$ cat src/logic/esc_framer_pkg.sv
package esc_framer_pkg;

    // ************************************************************
    // Framing characters
    // ************************************************************
    localparam logic [7:0] ESC_BYTE  = 8'h1B;
    localparam logic [7:0] CHR_S     = 8'h53;
    localparam logic [7:0] CHR_E     = 8'h45;
    localparam logic [7:0] CHR_Z     = 8'h5A;
    localparam logic [7:0] CHR_U     = 8'h55;
    localparam logic [7:0] CHR_COLON = 8'h3A;
    localparam logic [7:0] CHR_DOT   = 8'h2E;
    localparam logic [7:0] CHR_ZERO  = 8'h30;
    localparam logic [7:0] CHR_NINE  = 8'h39;
    localparam logic [7:0] CHR_LA    = 8'h61;
    localparam logic [7:0] CHR_LF    = 8'h66;
    localparam logic [7:0] CHR_UA    = 8'h41;

    // ************************************************************
    // Widths, counts, word layout and reset values
    // ************************************************************
    localparam int BYTE_W       = 8;
    localparam int CID_W        = 4;
    localparam int LEN_W        = 14;
    localparam int LEN_DIGITS   = 4;
    localparam int BUF_DEPTH    = 8;
    localparam int WORD_LAST    = 12;
    localparam int WORD_CID_LSB = 8;
    localparam int WORD_W       = 13;
    localparam logic [CID_W-1:0] CID_RESET = 4'h0;

    // ************************************************************
    // State and mode types
    // ************************************************************
    typedef enum logic [8:0] {
        D_IDLE = 9'h001, D_TYPE = 9'h002, D_CID  = 9'h004,
        D_LEN  = 9'h008, D_IP   = 9'h010, D_PORT = 9'h020,
        D_DATA = 9'h040, D_ESC  = 9'h080, D_BULK = 9'h100
    } dec_state_t;

    typedef enum logic [6:0] {
        E_IDLE = 7'h01, E_TYPE = 7'h02, E_CID  = 7'h04, E_DATA = 7'h08,
        E_DBL  = 7'h10, E_TESC = 7'h20, E_TE   = 7'h40
    } enc_state_t;

    typedef enum logic [2:0] {
        K_NORMAL = 3'h1, K_BULK = 3'h2, K_UDP = 3'h4
    } frame_kind_t;

endpackage

$ cat src/logic/stream_if.sv
`timescale 1ns/100ps
`default_nettype none
interface stream_if #(parameter int W = 8);
    logic         valid;
    logic         ready;
    logic [W-1:0] data;
    modport src (output valid, output data, input ready);
    modport snk (input valid, input data, output ready);
endinterface
`default_nettype wire

$ cat src/logic/word_fifo.sv
`timescale 1ns/100ps
`default_nettype none
module word_fifo #(
    parameter int W     = 13,
    parameter int DEPTH = 8,
    parameter int CW    = $clog2(DEPTH + 1)
) (
    input  wire logic          clk,
    input  wire logic          rst,
    stream_if.snk              wr,
    stream_if.src              rd,
    output logic [CW-1:0]      count
);
    localparam int AW = $clog2(DEPTH);

    logic [W-1:0]  mem [DEPTH];
    logic [AW-1:0] wp;
    logic [AW-1:0] rp;
    logic [AW-1:0] next_wp;
    logic [AW-1:0] next_rp;
    logic [CW-1:0] next_count;
    logic          push;
    logic          pop;

    function automatic logic [AW-1:0] inc(input logic [AW-1:0] p);
        return (p == AW'(DEPTH - 1)) ? '0 : AW'(p + AW'(1));
    endfunction

    always_comb
    begin
        wr.ready   = (count != CW'(DEPTH));
        rd.valid   = (count != '0);
        rd.data    = mem[rp];
        push       = wr.valid && wr.ready;
        pop        = rd.valid && rd.ready;
        next_wp    = push ? inc(wp) : wp;
        next_rp    = pop ? inc(rp) : rp;
        next_count = CW'(count + CW'(push) - CW'(pop));
    end

    always_ff @(posedge clk)
    begin
        if (rst)
        begin
            wp    <= '0;
            rp    <= '0;
            count <= '0;
        end
        else
        begin
            wp    <= next_wp;
            rp    <= next_rp;
            count <= next_count;
        end
        if (push)
            mem[wp] <= wr.data;
    end
endmodule
`default_nettype wire

$ cat src/logic/escaped_socket_data_framer.sv
`timescale 1ns/100ps
`default_nettype none
module escaped_socket_data_framer #(
    parameter int DEPTH = esc_framer_pkg::BUF_DEPTH
) (
    input  wire logic                               clk,
    input  wire logic                               rst,
    input  wire logic                               transparent,
    input  wire logic [esc_framer_pkg::BYTE_W-1:0]  host_data,
    input  wire logic                               host_valid,
    output logic                                    host_ready,
    output logic [esc_framer_pkg::BYTE_W-1:0]       net_data,
    output logic [esc_framer_pkg::CID_W-1:0]        net_cid,
    output logic                                    net_last,
    output logic                                    net_valid,
    input  wire logic                               net_ready,
    output logic [esc_framer_pkg::CID_W-1:0]        cur_cid,
    output logic [31:0]                             udp_ip,
    output logic [15:0]                             udp_port,
    output logic                                    udp_addr_valid,
    output logic                                    frame_error,
    input  wire logic [esc_framer_pkg::BYTE_W-1:0]  tx_data,
    input  wire logic [esc_framer_pkg::CID_W-1:0]   tx_cid,
    input  wire logic                               tx_last,
    input  wire logic                               tx_valid,
    output logic                                    tx_ready,
    output logic [esc_framer_pkg::BYTE_W-1:0]       ser_data,
    output logic                                    ser_valid,
    input  wire logic                               ser_ready
);
    import esc_framer_pkg::*;

    localparam int CW = $clog2(DEPTH + 1);

    // ************************************************************
    // Character helpers
    // ************************************************************
    function automatic logic [4:0] hex_dec(input logic [7:0] b);
        logic [7:0] l;
        l = b | 8'h20;
        if (b >= CHR_ZERO && b <= CHR_NINE)
            return {1'b1, 4'(b - CHR_ZERO)};
        else if (l >= CHR_LA && l <= CHR_LF)
            return {1'b1, 4'(l - CHR_LA + 8'h0A)};
        else
            return 5'h00;
    endfunction

    function automatic logic is_digit(input logic [7:0] b);
        return b >= CHR_ZERO && b <= CHR_NINE;
    endfunction

    function automatic logic [15:0] mul10(input logic [15:0] a, input logic [7:0] b);
        return 16'(a * 16'h000A + 16'(b - CHR_ZERO));
    endfunction

    function automatic logic [7:0] hex_char(input logic [3:0] v);
        return (v < 4'hA) ? 8'(CHR_ZERO + 8'(v)) : 8'(CHR_UA + 8'(v) - 8'h0A);
    endfunction

    // ************************************************************
    // Host to network decoder
    // ************************************************************
    stream_if #(.W(WORD_W)) fin ();
    stream_if #(.W(WORD_W)) fout ();

    dec_state_t       st, next_st;
    frame_kind_t      kind, next_kind;
    logic [CID_W-1:0] cid, next_cid, next_cur;
    logic [7:0]       pend, next_pend;
    logic             pend_v, next_pend_v;
    logic [LEN_W-1:0] len, next_len;
    logic [1:0]       lcnt, next_lcnt;
    logic [7:0]       oct, next_oct;
    logic [31:0]      next_ip;
    logic [15:0]      next_port;
    logic             next_addr_v, next_err;
    logic [CW-1:0]    held, next_held;
    logic [CW-1:0]    cnt;
    logic             acc, push_v;
    logic [WORD_W-1:0] push_w;
    logic [4:0]       hx;

    assign host_ready = fin.ready;
    assign acc        = host_valid && host_ready;
    assign hx         = hex_dec(host_data);
    assign fin.valid  = push_v;
    assign fin.data   = push_w;

    always_comb
    begin
        next_st = st;  next_kind = kind;  next_cid = cid;  next_cur = cur_cid;
        next_pend = pend;  next_pend_v = pend_v;  next_len = len;
        next_lcnt = lcnt;  next_oct = oct;  next_ip = udp_ip;
        next_port = udp_port;  next_addr_v = 1'b0;  next_err = 1'b0;
        push_v = 1'b0;  push_w = '0;
        if (acc)
        begin
            case (st)
                D_IDLE:
                    if (transparent)
                    begin
                        // Single socket, no framing, each byte released at once
                        push_v = 1'b1;
                        push_w = {1'b1, cur_cid, host_data};
                    end
                    else if (host_data == ESC_BYTE)
                        next_st = D_TYPE;
                D_TYPE:
                    if (host_data == CHR_S || host_data == CHR_Z || host_data == CHR_U)
                    begin
                        next_kind = (host_data == CHR_S) ? K_NORMAL :
                                    (host_data == CHR_Z) ? K_BULK : K_UDP;
                        next_st = D_CID;
                    end
                    else
                    begin
                        next_err = 1'b1;
                        next_st  = D_IDLE;
                    end
                D_CID:
                    if (hx[4])
                    begin
                        next_cid = hx[3:0];
                        next_cur = hx[3:0];
                        next_len = '0;
                        next_lcnt = '0;
                        next_oct = '0;
                        next_ip = '0;
                        next_port = '0;
                        next_st = (kind == K_NORMAL) ? D_DATA :
                                  (kind == K_BULK) ? D_LEN : D_IP;
                    end
                    else
                    begin
                        next_err = 1'b1;
                        next_st  = D_IDLE;
                    end
                D_LEN:
                    if (is_digit(host_data))
                    begin
                        next_len  = LEN_W'(mul10(16'(len), host_data));
                        next_lcnt = 2'(lcnt + 2'h1);
                        if (lcnt == 2'(LEN_DIGITS - 1))
                            next_st = (next_len == '0) ? D_IDLE : D_BULK;
                    end
                    else
                    begin
                        next_err = 1'b1;
                        next_st  = D_IDLE;
                    end
                D_IP:
                    if (is_digit(host_data))
                        next_oct = 8'(mul10(16'(oct), host_data));
                    else if (host_data == CHR_DOT || host_data == CHR_COLON)
                    begin
                        next_ip  = {udp_ip[23:0], oct};
                        next_oct = '0;
                        if (host_data == CHR_COLON)
                            next_st = D_PORT;
                    end
                    else
                    begin
                        next_err = 1'b1;
                        next_st  = D_IDLE;
                    end
                D_PORT:
                    if (is_digit(host_data))
                        next_port = mul10(udp_port, host_data);
                    else if (host_data == CHR_COLON)
                    begin
                        next_addr_v = 1'b1;
                        next_st = D_DATA;
                    end
                    else
                    begin
                        next_err = 1'b1;
                        next_st  = D_IDLE;
                    end
                D_DATA:
                    if (host_data == ESC_BYTE)
                        next_st = D_ESC;
                    else
                    begin
                        // One byte kept back so the terminator can mark it last
                        push_v = pend_v;
                        push_w = {1'b0, cid, pend};
                        next_pend = host_data;
                        next_pend_v = 1'b1;
                    end
                D_ESC:
                    if (host_data == ESC_BYTE)
                    begin
                        push_v = pend_v;
                        push_w = {1'b0, cid, pend};
                        next_pend = ESC_BYTE;
                        next_pend_v = 1'b1;
                        next_st = D_DATA;
                    end
                    else
                    begin
                        // Any other byte closes the frame; only E is legal
                        push_v = pend_v;
                        push_w = {1'b1, cid, pend};
                        next_pend_v = 1'b0;
                        next_err = (host_data != CHR_E);
                        next_st = D_IDLE;
                    end
                D_BULK:
                begin
                    push_v = 1'b1;
                    push_w = {len == LEN_W'(1), cid, host_data};
                    next_len = LEN_W'(len - LEN_W'(1));
                    if (len == LEN_W'(1))
                        next_st = D_IDLE;
                end
                default:
                    next_st = D_IDLE;
            endcase
        end
        // Held bytes are released at frame end or when the buffer fills
        next_held = held;
        if (push_v)
            next_held = (push_w[WORD_LAST] || cnt == CW'(DEPTH - 1)) ? '0 :
                        CW'(held + CW'(1));
    end

    always_ff @(posedge clk)
    begin
        if (rst)
        begin
            st <= D_IDLE;  kind <= K_NORMAL;  cid <= CID_RESET;
            cur_cid <= CID_RESET;  pend <= '0;  pend_v <= 1'b0;
            len <= '0;  lcnt <= '0;  oct <= '0;  udp_ip <= '0;
            udp_port <= '0;  udp_addr_valid <= 1'b0;  frame_error <= 1'b0;
            held <= '0;
        end
        else
        begin
            st <= next_st;  kind <= next_kind;  cid <= next_cid;
            cur_cid <= next_cur;  pend <= next_pend;  pend_v <= next_pend_v;
            len <= next_len;  lcnt <= next_lcnt;  oct <= next_oct;
            udp_ip <= next_ip;  udp_port <= next_port;
            udp_addr_valid <= next_addr_v;  frame_error <= next_err;
            held <= next_held;
        end
    end

    word_fifo #(.W(WORD_W), .DEPTH(DEPTH), .CW(CW)) u_buf (
        .clk   (clk),
        .rst   (rst),
        .wr    (fin),
        .rd    (fout),
        .count (cnt)
    );

    // Only bytes in front of the held tail may leave
    assign net_valid  = fout.valid && (cnt > held);
    assign fout.ready = net_ready && (cnt > held);
    assign net_data   = fout.data[BYTE_W-1:0];
    assign net_cid    = fout.data[WORD_CID_LSB +: CID_W];
    assign net_last   = fout.data[WORD_LAST];

    // ************************************************************
    // Network to host encoder, normal frames
    // ************************************************************
    enc_state_t       est, next_est;
    logic [CID_W-1:0] tcid, next_tcid;
    logic             tlast, next_tlast;
    logic [7:0]       next_sd;
    logic             next_sv, adv;

    assign adv      = !ser_valid || ser_ready;
    assign tx_ready = adv && (est == E_DATA);

    always_comb
    begin
        next_est = est;  next_tcid = tcid;  next_tlast = tlast;
        next_sd = ser_data;  next_sv = ser_valid && !ser_ready;
        if (adv)
        begin
            case (est)
                E_IDLE:
                    if (tx_valid)
                    begin
                        next_sd = ESC_BYTE;
                        next_sv = 1'b1;
                        next_tcid = tx_cid;
                        next_est = E_TYPE;
                    end
                E_TYPE:
                begin
                    next_sd = CHR_S;  next_sv = 1'b1;  next_est = E_CID;
                end
                E_CID:
                begin
                    next_sd = hex_char(tcid);
                    next_sv = 1'b1;
                    next_est = E_DATA;
                end
                E_DATA:
                    if (tx_valid)
                    begin
                        next_sd = tx_data;  next_sv = 1'b1;  next_tlast = tx_last;
                        next_est = (tx_data == ESC_BYTE) ? E_DBL :
                                   tx_last ? E_TESC : E_DATA;
                    end
                E_DBL:
                begin
                    next_sd = ESC_BYTE;
                    next_sv = 1'b1;
                    next_est = tlast ? E_TESC : E_DATA;
                end
                E_TESC:
                begin
                    next_sd = ESC_BYTE;  next_sv = 1'b1;  next_est = E_TE;
                end
                E_TE:
                begin
                    next_sd = CHR_E;  next_sv = 1'b1;  next_est = E_IDLE;
                end
                default:
                    next_est = E_IDLE;
            endcase
        end
    end

    always_ff @(posedge clk)
    begin
        if (rst)
        begin
            est <= E_IDLE;  tcid <= CID_RESET;  tlast <= 1'b0;
            ser_data <= '0;  ser_valid <= 1'b0;
        end
        else
        begin
            est <= next_est;  tcid <= next_tcid;  tlast <= next_tlast;
            ser_data <= next_sd;  ser_valid <= next_sv;
        end
    end
endmodule
`default_nettype wire

$ cat config.mk
export PLATFORM = sky130hd
export DESIGN_NAME = escaped_socket_data_framer
export DESIGN_NICKNAME = d
export VERILOG_FILES = /design/src/logic/esc_framer_pkg.sv /design/src/logic/stream_if.sv /design/src/logic/word_fifo.sv /design/src/logic/escaped_socket_data_framer.sv
export SDC_FILE = /design/constraint.sdc
export NUM_CORES = 1
export LEC_CHECK = 0
export BUFFER_PORTS_ARGS = -buffer_cell sky130_fd_sc_hd__buf_2
export CAP_MARGIN = 15
export CORE_MARGIN = 1.5
export CORE_UTILIZATION = 61
export DETAILED_ROUTE_END_ITERATION = 7
export HOLD_SLACK_MARGIN = 0.02
export PLACE_DENSITY = 0.83
export SETUP_SLACK_MARGIN = 0.2
export SYNTH_ARGS = -nofsm -noshare
export SYNTH_HDL_FRONTEND = slang
export SYNTH_SLANG_ARGS = --single-unit
$ cat constraint.sdc
create_clock -name clk -period 4.1 [get_ports clk]
set_input_delay 0.205 -clock clk [delete_from_list [all_inputs] [get_ports clk]]
set_output_delay 0.205 -clock clk [all_outputs]
set_load 0.005 [all_outputs]
==> results of run 1 <==
Yosys cell counts (5+ instances only):
master	number
a221oi_1	7
buf_1	7
and3_1	7
a21oi_1	120
fa_1	7
buf_2	11
nand2b_1	11
xor2_1	21
nand4_1	12
nand3_1	60
mux2_2	13
nor2_1	133
or2_2	5
or3_1	6
a211oi_1	10
nor4_1	15
and2_1	6
o21a_1	5
o21bai_1	5
clkbuf_1	38
nor2b_1	19
inv_1	52
a31oi_1	6
nor3_1	41
dfxtp_1	137
mux2i_1	16
o22ai_1	7
o21ai_1	7
nor4b_1	5
o21ai_0	51
nand2_1	122
edfxtp_1	104
mux4_2	26
o211ai_1	6
ha_1	109
xnor2_1	43
a21o_1	18
a22oi_1	20
worst max-delay path: stages (launching register included):
cell     delay [ns]
dfxtp_2        0.35
ha_1           0.34
ha_4           0.28
nor2b_2        0.16
o31a_1         0.23
nor4_2         0.06
or3_1          0.39
xnor2_1        0.15
ha_1           0.33
a21oi_1        0.15
o21ai_1        0.10
a31o_2         0.24
a21oi_2        0.14
xnor2_1        0.15
xnor2_1        0.12
or4_1          0.47
a31oi_1        0.14
per-stage QoR:
| step | power [mW] | hold slack (ns) | area (um2) |
|---|---|---|---|
| 6_report | 6.07 | 0.0287 | 15800 |
| 3_5_place_dp | 3.73 | 0.443 | 14500 |
| 3_3_place_gp | 3.68 | 0.437 | 14500 |
| 4_1_cts | 6.09 | 0.0221 | 15600 |
| 5_1_grt | 6.32 | 0.0453 | 15800 |
| 2_1_floorplan | 3.43 | 0.345 | 13700 |
cell type report:
| class | count | share of cell area |
|---|---|---|
| multi-input combinational | 1021 | 0.474 |
| sequential | 241 | 0.373 |
| timing repair buffer | 163 | 0.0633 |
| clock buffer | 30 | 0.0427 |
| tap | 280 | 0.0222 |
| inverter | 54 | 0.0128 |
| clock inverter | 15 | 0.0124 |
| antenna | 1 | 0.000159 |
routing by layer:
metal	vias to the layer above	wire [um]	share of wire
met3	66	2410	0.072
met4	0	899	0.027
met1	5375	13400	0.40
met2	420	16800	0.50
met5	-	0	0
li1	5329	-	-
timing repair:
action | in CTS | in global routing
setup endpoints to repair | 2 | 7
hold buffers | 12 | 0
setup buffers | 7 | 10
pin swaps | 6 | 24
resized for setup | 12 | 32
endpoints found under the hold margin | 11 | 0
kinds of logic (layout without fill, tap and decap cells):
family	after synthesis	count (layout)	share of synthesized area
multiplexers	55	55	0.0652
AO/OA/AOI/OAI	302	302	0.140
AND/OR/NAND/NOR	484	484	0.177
XOR/XNOR	64	64	0.0410
other	0	1	0
adder cells (fa/ha/maj)	116	116	0.110
flip-flops	241	241	0.429
buffers and inverters	119	262	0.0374
flip-flops by register name (all words and copies together) (netlist names), 7 cells and up, named ones only:
name       flops
est            7
len           14
oct            8
pend           8
ser_data       8
st             9
u_buf.mem    104
udp_ip        32
udp_port      16
worst max-delay path by stage:
stage	from	endpoint
floorplan	st[1]$_SDFFE_PP0P_	u_buf.mem[2][0]$_DFFE_PP_
global route	len[4]$_SDFFE_PP0P_	st[0]$_SDFFE_PP1P_
CTS	len[7]$_SDFFE_PP0P_	st[0]$_SDFFE_PP1P_
global placement	len[4]$_SDFFE_PP0P_	st[0]$_SDFFE_PP1P_
finish	len[3]$_SDFFE_PP0P_	st[0]$_SDFFE_PP1P_
detailed placement	len[4]$_SDFFE_PP0P_	st[0]$_SDFFE_PP1P_
where the power goes:
group / total [mW] / switching, mW / internal (mW)
clock: 2.36 / 0.978 / 1.39
combinational: 0.986 / 0.501 / 0.484
sequential: 2.72 / 0.121 / 2.59
total: 6.07 / 1.60 / 4.46
==> flow_metrics.py, run 1 <==
metrics = {
    "yosys": {
        "ys.flop_type": "dfxtp_1",
        "synth-async-reset-ratio": 0,
        "synth_top_area_share": 0.228,
        "syn_nets": 1525,
        "synth_seq_cells": 241,
        "ys_types": 88,
        "syn_area_um2": 13700,
        "synth_edf_count": 104,
        "synthTopCellsByArea": "edfxtp_1 23%, dfxtp_1 20%, ha_1 10%",
        "yosysTopAreaCell": "edfxtp_1",
        "syn_inst": 1381,
        "syn_avg_cell_area_um2": 9.90,
        "yosysWarnings": 0,
        "yosysSeqAreaShare": 0.429,
    },
    "setup_path": {
        "cp_max_fo": 4,
        "r2r_end": "st[0]$_SDFFE_PP1P_",
        "crit_required_ns": 4.56,
        "crit_arrival_ns": 4.35,
        "rr_worst_depth": 16,
        "critPathLaunchType": "flip-flop",
        "r2r-start": "len[3]$_SDFFE_PP0P_",
        "endpoint_kind": "flip-flop",
        "worstSetupPathType": "reg -> reg",
        "rrSetupSlack_ns": 0.21,
    },
    "sta": {
        "slew_headroom": 0.343,
        "fin_setup_tns_ns": 0,
        "finalSetupViolations": 0,
        "fin_crit_ns": 3.89,
        "rsz0062_at_grt": "true",
        "setup_ws_ns": 0.209,
        "max_freq_mhz": 257,
        "min_period_over_period": 0.949,
        "finalMaxSlewViolations": 0,
        "hold_violations": 0,
        "fin_worst_skew_ns": 0.0107,
        "tightest_slew_ns": 0.985,
    },
    "cells_and_area": {
        "layout_commonest_cell": "nor2_1",
        "final_layout_size_suffix_gt1_frac": 0.199,
        "area_delta_synth_final_pct": 15.4,
        "final_cell_mix": "133 x nor2_1, 130 x dfxtp_1, 122 x nand2_1, 116 x a21oi_1, 105 x buf_2",
        "multiInputGateArea_um2": 7480,
        "stdcell_count": 1805,
        "seqCellArea_um2": 5880,
        "nFillCells": 1606,
        "final_nets": 1650,
        "utilization": 0.721,
    },
    "hold_path": {
        "worstHoldPathType": "in -> reg",
        "min_path_cells": 3,
        "holdCritStartpoint": "tx_data[4]",
        "min_to": "ser_data[4]$_SDFFE_PP0P_",
    },
    "placement": {
        "dpl_worst_slack_ns": -0.0116,
        "place.gp.congestion": 0.932,
        "dpl.hpwl_um": 22700,
        "placement.io_buffers": 106,
        "dp_cells": 1729,
    },
    "global_route": {
        "gr-max-usage-layer": "met2",
        "grt_use_met1": 0.355,
        "antenna_found_initial": 0,
        "grt_pass1_wl_um": 54000,
        "grt_use_met2": 0.488,
        "track_usage": 0.279,
        "grt-ovfl-total": 0,
        "grt_start_max_net_pins": 74,
        "grtUsageMet3": 0.0447,
        "grt_pass1_vias": 10800,
    },
    "clocking": {
        "cts_buffers": 25,
        "clk_pin_slew_worst_paths_ns": 0.06,
        "cts_tree": "yes",
        "root_buffer": "clkbuf_16",
        "clk_latency_ns": 0.54,
        "max-clock-path-buffers": 3,
        "cts_max_level": 1,
        "clock_sinks": 241,
    },
    "detailed_routing": {
        "firstDrtPassIters": 5,
        "drtIter0Drc": 897,
        "drc": 0,
        "vias": 11200,
        "ant_nets": 0,
        "drt-wirelength-per-cell_um": 18.6,
        "wl_um": 33500,
        "drt-vias-per-instance": 6.20,
    },
    "power": {
        "ir_worst_vdd_v": 0.000326,
        "pwr_density_cell_nw_per_um2": 384,
        "p_leak_nw": 6.32,
    },
    "floorplan": {
        "initial_utilization": 0.625,
        "io_pins": 107,
        "die_width_um": 153,
        "rows": 54,
        "die_h_um": 153,
        "dieArea_um2": 23300,
        "core_um2": 21900,
    },
    "run_status": {
        "outcome": "completed",
    },
    "run": {
        "max_cap_violations": 0,
    },
}
(Power assumes the default switching activity.)
==> run 2: changes to the inputs <==
- BUFFER_PORTS_ARGS: -buffer_cell sky130_fd_sc_hd__buf_2 -> unset
- CORE_UTILIZATION: 61 -> 65
- DONT_BUFFER_PORTS: unset -> 1
==> run 2 against run 1 <==
  * Die area decreased by 6.0%
  * Combinational power decreased by 5.6%
  * Global-route usage increased by 2.9 points
  * Worst hold slack improved by 0.0073 ns
  * Final area decreased by 2.7%
  * Fmax decreased by 0.44%
  * Critical path depth increased by 4
  * Clock power about the same
  * Final cell count decreased by 6.0%
  * Critical path type unchanged
  * Largest cell class unchanged
==> flow_metrics.py, run 2 (synthesis results as in run 1) <==
metrics = {
    "clocking": {
        "cts_buffers": 25,
        "cts_max_level": 1,
        "root_buffer": "clkbuf_16",
        "cts_tree": "yes",
        "clk_latency_ns": 0.52,
        "clock_sinks": 241,
        "max-clock-path-buffers": 3,
        "clk_pin_slew_worst_paths_ns": 0.07,
    },
    "run": {
        "max_cap_violations": 0,
    },
    "floorplan": {
        "core_um2": 20400,
        "die_width_um": 148,
        "initial_utilization": 0.669,
        "io_pins": 107,
        "rows": 52,
        "dieArea_um2": 21900,
        "die_h_um": 148,
    },
    "global_route": {
        "grt_pass1_wl_um": 54400,
        "antenna_found_initial": 0,
        "track_usage": 0.308,
        "grt_start_max_net_pins": 132,
        "grt-ovfl-total": 0,
        "grt_pass1_vias": 10800,
    },
    "power": {
        "finalPower_mw": 6.00,
        "ir_worst_vdd_v": 0.000355,
        "pwr_density_cell_nw_per_um2": 391,
        "p_clk_frac": 0.392,
        "p_int_mw": 4.46,
        "p_comb_frac": 0.155,
        "p_leak_nw": 5.88,
        "seqPwrFrac": 0.453,
        "sw_frac_of_total": 0.257,
        "power_switching_mw": 1.54,
    },
    "placement": {
        "dp_cells": 1612,
        "place.gp.congestion": 0.935,
        "dpl.hpwl_um": 22100,
        "placement.io_buffers": 0,
    },
    "setup_path": {
        "rr_worst_depth": 20,
        "crit_required_ns": 4.53,
        "critPathSlowestCell": "nor4_1",
        "crit_arrival_ns": 4.34,
        "cp_cell_sequence": "ha_4 -> ha_4 -> inv_2 -> fa_2 -> nor2b_2 -> o21ai_1 -> nand2b_1 -> a21o_1 -> a21o_1 -> xor2_1 -> ha_1 -> inv_2 -> nor4_1 -> a2111oi_4 -> o211ai_1 -> buf_4 -> buf_4 -> a21oi_1 -> nand2b_1 -> a21oi_1",
        "critPathLaunchType": "flip-flop",
        "slowest_delay_ns": 0.54,
        "cp_max_fo": 5,
        "endpoint_kind": "flip-flop",
        "worstSetupPathType": "reg -> reg",
    },
    "detailed_routing": {
        "ant_nets": 0,
        "firstDrtPassIters": 5,
        "drtIter0Drc": 911,
        "drc": 0,
        "wl_um": 34100,
        "drt-vias-per-instance": 6.52,
        "vias": 11100,
        "drt-wirelength-per-cell_um": 20.1,
    },
    "sta": {
        "fin_worst_skew_ns": 0.0109,
        "max_freq_mhz": 256,
        "tightest_slew_ns": 1.07,
        "rsz0062_at_grt": "true",
        "finalSetupViolations": 0,
        "hold_violations": 0,
        "fin_crit_ns": 3.91,
        "finalMaxSlewViolations": 0,
        "slew_headroom": 0.285,
        "min_period_over_period": 0.953,
    },
    "cells_and_area": {
        "layout_commonest_cell": "nor2_1",
        "largest_reg_flops": 104,
        "area_delta_synth_final_pct": 12.4,
        "max_flop_register": "u_buf.mem",
        "final_layout_size_suffix_gt1_frac": 0.133,
        "diodes": 0,
        "reg_top3": "u_buf.mem x104, udp_ip x32, udp_port x16",
        "stdcell_count": 1696,
        "final_cell_mix": "133 x nor2_1, 130 x dfxtp_1, 121 x nand2_1, 118 x a21oi_1, 104 x edfxtp_1",
        "final_nets": 1552,
    },
    "hold_path": {
        "worstHoldPathType": "in -> reg",
        "min_path_cells": 3,
    },
    "run_status": {
        "outcome": "completed",
    },
}
==> run 2: critical path, delay by kind of cell, from the launching register on <==
kind / cells / cell delay, ns
adders and majority gates: 4 / 1.13
xor gates and xnor gates: 1 / 0.09
buffers and inverters: 4 / 0.39
and+or+nand+nor: 4 / 0.95
AOI/OAI and AO/OA: 7 / 0.90
DFF: 1 / 0.36
==> run 2: repair_timing <==
action	4_1_cts	5_1_grt
cloned	0	0
setup endpoints to repair	2	6
hold buffers	23	0
pin swaps	7	23
endpoints found under the hold margin	137	0
buffers inserted	5	11
gates resized for setup	14	28
==> run 2: per-layer routing <==
metal  share of wire  global-route usage
met1            0.40               0.389
met4           0.035               0.117
met2            0.49               0.523
met5               0                   0
met3           0.081              0.0633
==> run 2: power by group through the flow <==
stage               logic [mW]  clock network [mW]  registers [mW]
floorplan                0.742                   0            2.69
CTS                      0.906                2.38            2.72
global placement         0.802                   0            2.77
detailed placement       0.835                   0            2.78
finish                   0.931                2.36            2.72
global route              1.01                2.47            2.73
==> run 2: final timing paths <==
check / end / slack, ns / start
setup / recovery: len[10]$_SDFFE_PP0P_ / 0.19 / len[3]$_SDFFE_PP0P_
hold reg to reg: oct[7]$_SDFFE_PP0P_ / 0.46 / oct[7]$_SDFFE_PP0P_
setup reg to reg: len[10]$_SDFFE_PP0P_ / 0.19 / len[3]$_SDFFE_PP0P_
hold / removal: cid[3]$_SDFFE_PP0P_ / 0.04 / host_data[1]
==> run 2: final cells by class <==
cell class,count,area (um2)
Inverter,54,203
Timing Repair Buffer,65,571
Multi-Input combinational cell,1021,7510
Fill cell,1357,5060
Clock buffer,36,728
Tap cell,270,338
Clock inverter,9,133
Sequential cell,241,5880
==> run 2: stage by stage <==
stage | utilization | worst slack, ns | setup TNS, ns | instance area, um2 | hold slack [ns]
after floorplan | - | 0.342 | 0 | 13700 | 0.345
after global placement | 0.682 | 0.220 | 0 | 13900 | 0.283
after detailed placement | 0.682 | -0.0305 | -0.0305 | 13900 | 0.285
after CTS | 0.741 | 0.205 | 0 | 15100 | 0.0238
after global routing | 0.752 | -0.00319 | -0.00319 | 15400 | 0.0266
final | 0.752 | 0.192 | 0 | 15400 | 0.0359
